===== config.mk =====
export PLATFORM = sky130hd
export DESIGN_NAME = lfs_fault_supervisor
export DESIGN_NICKNAME = d
export VERILOG_FILES = /design/src/logic/lfs_fault_supervisor.v
export VERILOG_INCLUDE_DIRS = /design/src /design/src/logic
export SDC_FILE = /design/constraint.sdc
export NUM_CORES = 1
export LEC_CHECK = 0
export BUFFER_PORTS_ARGS = -buffer_cell sky130_fd_sc_hd__buf_4
export CAP_MARGIN = 20
export CELL_PAD_IN_SITES_DETAIL_PLACEMENT = 1
export CELL_PAD_IN_SITES_GLOBAL_PLACEMENT = 2
export CORE_AREA = 3 3 126 128
export DETAILED_ROUTE_END_ITERATION = 8
export DIE_AREA = 0 0 129 131
export GPL_ROUTABILITY_DRIVEN = 0
export GPL_TIMING_DRIVEN = 0
export PLACE_DENSITY = 0.8
export RECOVER_POWER = 50
export SYNTH_ARGS = -nofsm -noshare
export SYNTH_HDL_FRONTEND = slang
export SYNTH_SLANG_ARGS = --single-unit

===== constraint.sdc =====
create_clock -name i_ref_clk -period 3.1 [get_ports i_ref_clk]
set_input_delay 0.465 -clock i_ref_clk [delete_from_list [all_inputs] [get_ports i_ref_clk]]
set_output_delay 0.465 -clock i_ref_clk [all_outputs]
set_load 0.05 [all_outputs]

===== src/logic/lfs_consts.vh =====
// Timing constants and encodings for the LED driver fault supervisor.
`ifndef LFS_CONSTS_VH
`define LFS_CONSTS_VH
`define LFS_CLK_PERIOD_NS     10
`define LFS_CLEAR_TIME_MS     16
`define LFS_CLEAR_CYCLES      ((`LFS_CLEAR_TIME_MS * 1000000) / `LFS_CLK_PERIOD_NS)
`define LFS_PSD_TIME_NS       5500
`define LFS_PSD_CYCLES        (`LFS_PSD_TIME_NS / `LFS_CLK_PERIOD_NS)
`define LFS_CNT_W             21
`define LFS_ST_OFF            2'h0
`define LFS_ST_SOFT_START     2'h1
`define LFS_ST_RUN            2'h2
`define LFS_ST_LATCHED        2'h3
`endif


===== src/logic/lfs_fault_supervisor.v =====
// Fault supervision and recovery for a four-string boost LED driver.
// Functional notes
// Primary current limit ends present on-time only; next cycle starts normally.
// Secondary switch overcurrent shuts everything off, sets flag, latches.
// Input sense trip shuts everything off, sets flag, latches.
// Secondary overvoltage shuts everything off, sets flag, latches.
// LED pin ground short at first dim-high halts soft-start; no flag.
// Open string raises output to overvoltage, then disables unregulated strings.
// Current-set short stops boost and sinks, keeps disconnect on, sets flag.
// Frequency-set short turns all off, sets flag, restarts through soft-start.
// Overvoltage stops switching only, no flag, resumes when detector releases.
// Output undervoltage stops boost and sinks, keeps disconnect, sets flag.
// Partial short disables offending string only, auto-restart, no flag.
// Partial short needs dimming on-time of at least detection time.
// Overtemperature turns all off, sets flag, auto-restarts after hysteresis.
// Supply lockout turns all off without flag and clears latched faults.
// Fault detection is active in every state and transition; open-string and partial-short checks act only in RUN.
// Only the three overcurrent/overvoltage faults latch; others auto-restart.
// Latch clears by lockout, enable low 16 ms, or dimming low 16 ms.
// Clearing through dimming input keeps clock output running.
// Fault still present at clear trips again and stays latched.
// Fault flag follows flag-setting faults present or a latched fault.
// Low-time counters restart whenever the input returns high.
`timescale 1ns/100ps
`include "lfs_consts.vh"

module lfs_fault_supervisor
#(
    parameter NUM_STRINGS   = 4,
    parameter CLEAR_CYCLES  = `LFS_CLEAR_CYCLES,
    parameter PSD_CYCLES    = `LFS_PSD_CYCLES,
    parameter SS_CYCLES     = 1000
)
(
    // Clock and reset
    input  wire                   i_ref_clk,
    input  wire                   i_reset_n,
    // Host controls
    input  wire                   i_enable,
    input  wire                   i_pwm_dim,
    // Boost switching request and clock-output run control from the converter loop
    input  wire                   i_boost_gate_req,
    input  wire                   i_clock_run,
    // Fault detectors
    input  wire                   i_primary_switch_current_limit,
    input  wire                   i_secondary_switch_current_limit,
    input  wire                   i_input_sense_trip_level,
    input  wire                   i_secondary_overvoltage_level,
    input  wire                   i_overvoltage_protect,
    input  wire                   i_output_undervoltage_level,
    input  wire                   i_current_set_resistor_short,
    input  wire                   i_frequency_set_sync_pin_short,
    input  wire                   i_over_temperature,
    input  wire                   i_supply_lockout,
    input  wire [NUM_STRINGS-1:0] i_led_pin_grounded,
    input  wire [NUM_STRINGS-1:0] i_led_out_of_reg,
    input  wire [NUM_STRINGS-1:0] i_led_over_partial_short_level,
    input  wire [NUM_STRINGS-1:0] i_led_below_low_level,
    // Outputs
    output reg                    o_boost_switch_node,
    output reg                    o_disconnect_switch,
    output reg  [NUM_STRINGS-1:0] o_led_sink_enable,
    output reg                    o_fault_flag,
    output reg                    o_fault_latched,
    output reg                    o_soft_start_active,
    output reg                    o_clock_output
);

    reg [1:0]             state;
    reg [1:0]             next_state;
    reg                   latched;
    reg                   pwm_prev;
    reg                   pwm_seen;
    reg                   ss_hold;
    reg [31:0]            ss_cnt;
    reg [`LFS_CNT_W-1:0]  en_low_cnt;
    reg [`LFS_CNT_W-1:0]  pwm_low_cnt;
    reg [15:0]            pwm_on_cnt;
    reg [NUM_STRINGS-1:0] string_off;
    reg [NUM_STRINGS-1:0] psc_off;
    reg                   ovp_seen;
    reg                   clk_div;

    // Latch trigger sources
    wire latch_src = i_secondary_switch_current_limit | i_input_sense_trip_level |
                     i_secondary_overvoltage_level;
    // The enable low-time counter saturates at the clear count; the dimming one saturates only
    // while enable is high, and with enable low it can wrap round and look like a fresh short low time.
    wire en_clear  = (en_low_cnt >= CLEAR_CYCLES[`LFS_CNT_W-1:0]);
    wire pwm_clear = i_enable & (pwm_low_cnt >= CLEAR_CYCLES[`LFS_CNT_W-1:0]);
    // Faults that take the whole converter down and restart through soft-start.
    wire all_off   = i_frequency_set_sync_pin_short | i_over_temperature | i_supply_lockout;
    wire sink_off  = i_current_set_resistor_short | i_output_undervoltage_level;
    wire flag_src  = i_current_set_resistor_short | i_frequency_set_sync_pin_short |
                     i_output_undervoltage_level | i_over_temperature;
    wire any_short = |i_led_pin_grounded;
    wire first_short_rise = i_pwm_dim & ~pwm_prev & ~pwm_seen & any_short;
    wire psd_ok    = (pwm_on_cnt >= PSD_CYCLES[15:0]);
    wire [NUM_STRINGS-1:0] partial_hit;
    reg                    next_latched;

    genvar g;
    generate
        for (g = 0; g < NUM_STRINGS; g = g + 1)
        begin : g_psc
            // other pin low
            assign partial_hit[g] = i_led_over_partial_short_level[g] & ~i_led_out_of_reg[g] &
                                    |(i_led_below_low_level & ~({{(NUM_STRINGS-1){1'b0}},
                                    1'b1} << g));
        end
    endgenerate

    always @*
    begin
        next_latched = latched;
        // three clear paths
        if (i_supply_lockout | en_clear | pwm_clear)
            next_latched = 1'b0;
        // latching set wins over the enable and dimming clears; lockout blocks it
        if (latch_src & ~i_supply_lockout)
            next_latched = 1'b1;
    end

    always @*
    begin
        next_state = state;
        // checked in all states
        case (state)
            `LFS_ST_OFF:
                if (i_enable & i_pwm_dim & ~all_off & ~next_latched)
                    next_state = `LFS_ST_SOFT_START;
            `LFS_ST_SOFT_START:
                if (ss_cnt >= SS_CYCLES)
                    next_state = `LFS_ST_RUN;
            `LFS_ST_RUN:
                next_state = `LFS_ST_RUN;
            `LFS_ST_LATCHED:
                if (~next_latched)
                    next_state = `LFS_ST_OFF;
            default:
                next_state = `LFS_ST_OFF;
        endcase
        if (next_latched)
            next_state = `LFS_ST_LATCHED;
        // restart via soft-start
        else if (state != `LFS_ST_LATCHED && (all_off | ~i_enable))
            next_state = `LFS_ST_OFF;
    end

    // State, latch and the low-time counters.
    always @(posedge i_ref_clk)
    begin
        if (!i_reset_n)
        begin
            state       <= `LFS_ST_OFF;
            latched     <= 1'b0;
            en_low_cnt  <= {`LFS_CNT_W{1'b0}};
            pwm_low_cnt <= {`LFS_CNT_W{1'b0}};
            pwm_on_cnt  <= 16'h0;
        end
        else
        begin
            state   <= next_state;
            latched <= next_latched;
            // enable low time
            if (i_enable)
                en_low_cnt <= {`LFS_CNT_W{1'b0}};
            else if (!en_clear)
                en_low_cnt <= en_low_cnt + 1'b1;
            // dimming low time
            if (i_pwm_dim)
                pwm_low_cnt <= {`LFS_CNT_W{1'b0}};
            else if (!pwm_clear)
                pwm_low_cnt <= pwm_low_cnt + 1'b1;
            // dimming on-time gate
            if (!i_pwm_dim)
                pwm_on_cnt <= 16'h0;
            else if (!psd_ok)
                pwm_on_cnt <= pwm_on_cnt + 1'b1;
        end
    end

    // Soft-start hold on a grounded pin at the first dimming rise.
    always @(posedge i_ref_clk)
    begin
        if (!i_reset_n)
        begin
            pwm_prev <= 1'b0;
            pwm_seen <= 1'b0;
            ss_hold  <= 1'b0;
            ss_cnt   <= 32'h0;
        end
        else
        begin
            pwm_prev <= i_pwm_dim;
            // first dimming rise
            if (next_state == `LFS_ST_OFF)
                pwm_seen <= 1'b0;
            else if (i_pwm_dim & ~pwm_prev)
                pwm_seen <= 1'b1;
            // The hold is armed only at the first rise, so a short that shows
            // up later in the run is left to the other detectors.
            if (next_state != `LFS_ST_SOFT_START)
                ss_hold <= 1'b0;
            else if (first_short_rise)
                ss_hold <= 1'b1;
            else if (~any_short)
                ss_hold <= 1'b0;
            if (state != `LFS_ST_SOFT_START)
                ss_cnt <= 32'h0;
            else if (!ss_hold && !first_short_rise)
                ss_cnt <= ss_cnt + 32'h1;
        end
    end

    // Strings removed by the open-string and partial-short checks.
    always @(posedge i_ref_clk)
    begin
        if (!i_reset_n)
        begin
            ovp_seen   <= 1'b0;
            string_off <= {NUM_STRINGS{1'b0}};
            psc_off    <= {NUM_STRINGS{1'b0}};
        end
        else
        begin
            // open string after overvoltage
            ovp_seen <= i_overvoltage_protect & (|i_led_out_of_reg) & (state == `LFS_ST_RUN);
            if (state != `LFS_ST_RUN)
                string_off <= {NUM_STRINGS{1'b0}};
            else if (ovp_seen)
                string_off <= string_off | i_led_out_of_reg;
            // drop shorted string
            // A partial short is judged afresh each cycle, so the string returns once it recovers.
            if (state != `LFS_ST_RUN)
                psc_off <= {NUM_STRINGS{1'b0}};
            else
                psc_off <= partial_hit & {NUM_STRINGS{psd_ok}};
        end
    end

    // clock runs while enabled
    // A dimming clear leaves this running; only enable low or i_clock_run low stops it.
    always @(posedge i_ref_clk)
    begin
        if (!i_reset_n)
        begin
            clk_div        <= 1'b0;
            o_clock_output <= 1'b0;
        end
        else
        begin
            if (i_clock_run & i_enable)
                clk_div <= ~clk_div;
            o_clock_output <= clk_div;
        end
    end

    // Switch, sink and flag outputs, all registered.
    // Keeping them in flip-flops costs one cycle of reaction to each detector; partial-short string removal takes two and open-string removal three.
    always @(posedge i_ref_clk)
    begin
        if (!i_reset_n)
        begin
            o_boost_switch_node <= 1'b0;
            o_disconnect_switch <= 1'b0;
            o_led_sink_enable   <= {NUM_STRINGS{1'b0}};
            o_fault_flag        <= 1'b0;
            o_fault_latched     <= 1'b0;
            o_soft_start_active <= 1'b0;
        end
        else
        begin
            // all off
            if (next_latched | all_off | next_state == `LFS_ST_OFF)
            begin
                o_boost_switch_node <= 1'b0;
                o_disconnect_switch <= 1'b0;
                o_led_sink_enable   <= {NUM_STRINGS{1'b0}};
            end
            // sinks off
            else if (sink_off | ss_hold | first_short_rise)
            begin
                o_boost_switch_node <= 1'b0;
                o_disconnect_switch <= 1'b1;
                o_led_sink_enable   <= {NUM_STRINGS{1'b0}};
            end
            else
            begin
                // truncate on-time
                o_boost_switch_node <= i_boost_gate_req & ~i_primary_switch_current_limit &
                                       ~i_overvoltage_protect;
                o_disconnect_switch <= 1'b1;
                o_led_sink_enable   <= {NUM_STRINGS{i_pwm_dim}} & ~string_off & ~psc_off;
            end
            // flag sources
            o_fault_flag        <= next_latched | flag_src;
            o_fault_latched     <= next_latched;
            o_soft_start_active <= (next_state == `LFS_ST_SOFT_START);
        end
    end

    // re-trip is natural: a live source sets the latch again on the clear cycle.

endmodule // lfs_fault_supervisor


==> flow_metrics.tcl <==
set metrics [dict create \
    outcome "finished, final reports clean" \
    root_buffer "clkbuf_16" \
    grt_pass1_wl_microns 24400 \
    p_leak_uw 0.00215 \
    die_area_sq_um 16900 \
    areaGrowthSynthToFinish_pct 22.0 \
    period_minus_slack_ps 2620 \
    place_ws_ps 67.1 \
    clock_latency_ps 420 \
    die_w_microns 129 \
    path_buf_inv 3 \
    grt_setup_unrepaired "false" \
    worstMarginPinSlew_ps 603 \
    clk_pin_slew_ps 50 \
    vias 4985 \
    dieHeight_microns 131 \
    core_sq_um 15000 \
    path_max_fanout 10 \
    p_total_uw 3860 \
    end_kind "flop" \
    cp-start-kind "primary input" \
    utilization_pct 43.0 \
    num_antenna_cells 0 \
    setup_viol 0 \
    synth_top_flop_cell "dfxtp_1" \
    drtAntennaViolNets 0 \
    worst-setup-path-type "in2reg" \
    first_pass_iters 4 \
    cts_resized 0 \
    fin_crit_sh_pct 84.4 \
    wl_per_cell_microns 16.6 \
    post-cts-setup-buffer-count 0 \
    critPathRequiredTime_ps 3370 \
    finalHoldViolCount 0 \
    maxCapViolations 0 \
    synth-seq-cells 115 \
    yosysSeqAreaShare_pct 43.6 \
    avgSynthCellArea_sq_um 8.36 \
    cts_tree "done" \
    synthArstFlopShare_pct 0 \
    start_util_pct 35.3 \
    worst_hold_path_type "in2reg" \
    ff2ff_path_depth 7 \
    clkSinkCount 115 \
    viasPerCell 5.58 \
    grt_max_degree 17 \
    dp_hpwl_microns 10500 \
    reg2reg_from "pwm_seen" \
    synth_top_cell_area_share_pct 43.6 \
    holdPathStages 2 \
    ir_worst_vdd_mv 0.370 \
    wl_microns 14900 \
    grt_pass1_vias 5065 \
    cts_buffers 17 \
    drt_iter0_drc 204 \
    drive_above_1_share_pct 10.2 \
    htreeDepth 4 \
    synth.cell_area_sq_um 5290 \
    rrSetupSlack_ps 650 \
    syn-num-nets 672 \
    cts_hold_buf 0 \
    yosys_warnings 0 \
    crit_path_cell_trace "clkbuf_4 -> or4_1 -> a21oi_2 -> nand4_1 -> clkbuf_1 -> clkbuf_1 -> o31ai_1 -> a21oi_1" \
    rows 45 \
    r2r_end "ss_cnt[16]" \
    globalRouteTotalUtil_pct 18.0 \
    arrival_ps 2880 \
    io_pins 42 \
    maxSlewHeadroom_pct 59.4 \
    setup_ws_ps 484 \
    clock_path_buffers 2 \
    grt-ovfl-total 0 \
    yosysTopAreaCell "dfxtp_1" \
    drc 0 \
    fin_skew_ps 9.96 \
    finalNetCount 733 \
    synthCells 632 \
    report.final.slew_viol_count 0 \
    hold_end "psc_off[3]" \
    cp_common_cell "clkbuf_1" \
    synth_edf_count 0 \
    fin_setup_tns_ps 0 \
    hp-start "i_led_out_of_reg[3]" \
    synth_cell_types 46 \
    synthTopCellsByArea "dfxtp_1, a21oi_1, nor2_1" \
    critical_path.max_stage_delay_ps 610 \
    powerDensity_nw_per_um2 598 \
    hold-worst-slack_ps 234 \
    antenna_found_initial 0 \
    slowest_stage "or4_1" \
    io_buffers 41 \
    max_freq_mhz 382 \
    crit_family "compound AO/OA/AOI/OAI gates" \
]
==> cells in the mapped netlist, types with 3 or more instances <==
cell,n
dfxtp_1,115
a21oi_1,59
nor2_1,52
nand2_1,51
o21ai_0,33
nand3_1,31
or3_1,31
clkbuf_1,24
nand4_1,22
o31ai_1,22
or4_1,22
inv_1,20
and3_1,18
xnor2_1,18
nor3_1,15
nor4_1,14
ha_1,8
a31oi_1,7
and2_1,7
a41o_1,6
nor4b_1,6
xor2_1,5
a21o_1,4
o21a_1,4
or4b_2,4
and4_1,3
nor2b_1,3
nor3b_1,3
o211ai_1,3
==> how the worst max path moves through the flow <==
| stage | startpoint | to | cells past startpoint |
|---|---|---|---|
| final | i_led_pin_grounded[1] | ss_cnt[28] | 8 |
| after global placement | i_led_pin_grounded[1] | ss_cnt[20] | 8 |
| after detailed placement | i_led_pin_grounded[1] | ss_cnt[28] | 8 |
| after CTS | i_led_pin_grounded[1] | ss_cnt[28] | 8 |
| after global routing | i_led_pin_grounded[1] | ss_cnt[26] | 8 |
| after floorplan | i_led_pin_grounded[1] | ss_cnt[27] | 7 |
==> stage by stage <==
| step | instance area (sq um) | instances |
|---|---|---|
| final | 6450 | 894 |
| after floorplan | 5290 | 632 |
| after global routing | 6450 | 894 |
| after global placement | 5830 | 861 |
| after CTS | 6500 | 893 |
| after detailed placement | 5830 | 861 |
==> power breakdown <==
| group | switching (uW) | leakage (uW) | internal (uW) |
|---|---|---|---|
| Sequential | 10.9 | 0.000929 | 1490 |
| Clock | 690 | 0.000329 | 1530 |
| Combinational | 80.7 | 0.000895 | 54.5 |
| Total | 782 | 0.00215 | 3070 |
==> per-layer routing <==
| layer | vias to the layer above | GRT usage (%) | routed length, microns |
|---|---|---|---|
| li1 | 2466 | - | - |
| met1 | 2435 | 23.2 | 6960 |
| met2 | 71 | 29.7 | 7190 |
| met3 | 13 | 4.27 | 535 |
| met4 | 0 | 6.36 | 169 |
| met5 | - | 0 | 0 |
==> logic make-up after synthesis <==
logic type / Yosys count / synth area share [%]
flops: 115 / 43.6
compound gates: 151 / 17.5
simple gates: 288 / 29.7
xor+xnor: 23 / 3.81
buf+inv: 47 / 3.62
fa+ha+maj: 8 / 1.89
==> layout make-up <==
type                    instances  area, sq um
clock inverters                 9          173
flip-flops and latches        115         2300
repair buffers                 42          272
fillers                      1805         8530
plain buffers                  27          109
well taps                     188          235
clock buffers                  23          498
inverters                      20         75.1
multi-input cells             470         2780
==> sequential cells by signal, summed over array words and instances, names as in the netlist, 2 cells and up <==
name,flops
pwm_low_cnt,21
state,2
pwm_on_cnt,16
ss_cnt,32
o_led_sink_enable,4
string_off,4
psc_off,4
en_low_cnt,21
==> layout by cell type, fill, tap and decap left out, types with 14 or more instances in the layout <==
| cell | synthesis | final |
|---|---|---|
| a21oi_1 | 59 | 59 |
| nor2_1 | 52 | 52 |
| or4_1 | 22 | 23 |
| buf_4 | 0 | 29 |
| nand3_1 | 31 | 31 |
| and3_1 | 18 | 18 |
| clkbuf_16 | 0 | 17 |
| o21ai_0 | 33 | 33 |
| nand2_1 | 51 | 51 |
| inv_1 | 20 | 20 |
| dfxtp_1 | 115 | 115 |
| o31ai_1 | 22 | 22 |
| clkbuf_1 | 24 | 37 |
| xnor2_1 | 18 | 18 |
| or3_1 | 31 | 32 |
| nand4_1 | 22 | 22 |
| nor3_1 | 15 | 15 |
| nor4_1 | 14 | 14 |
Note: power is estimated with default switching activity, not from simulation.
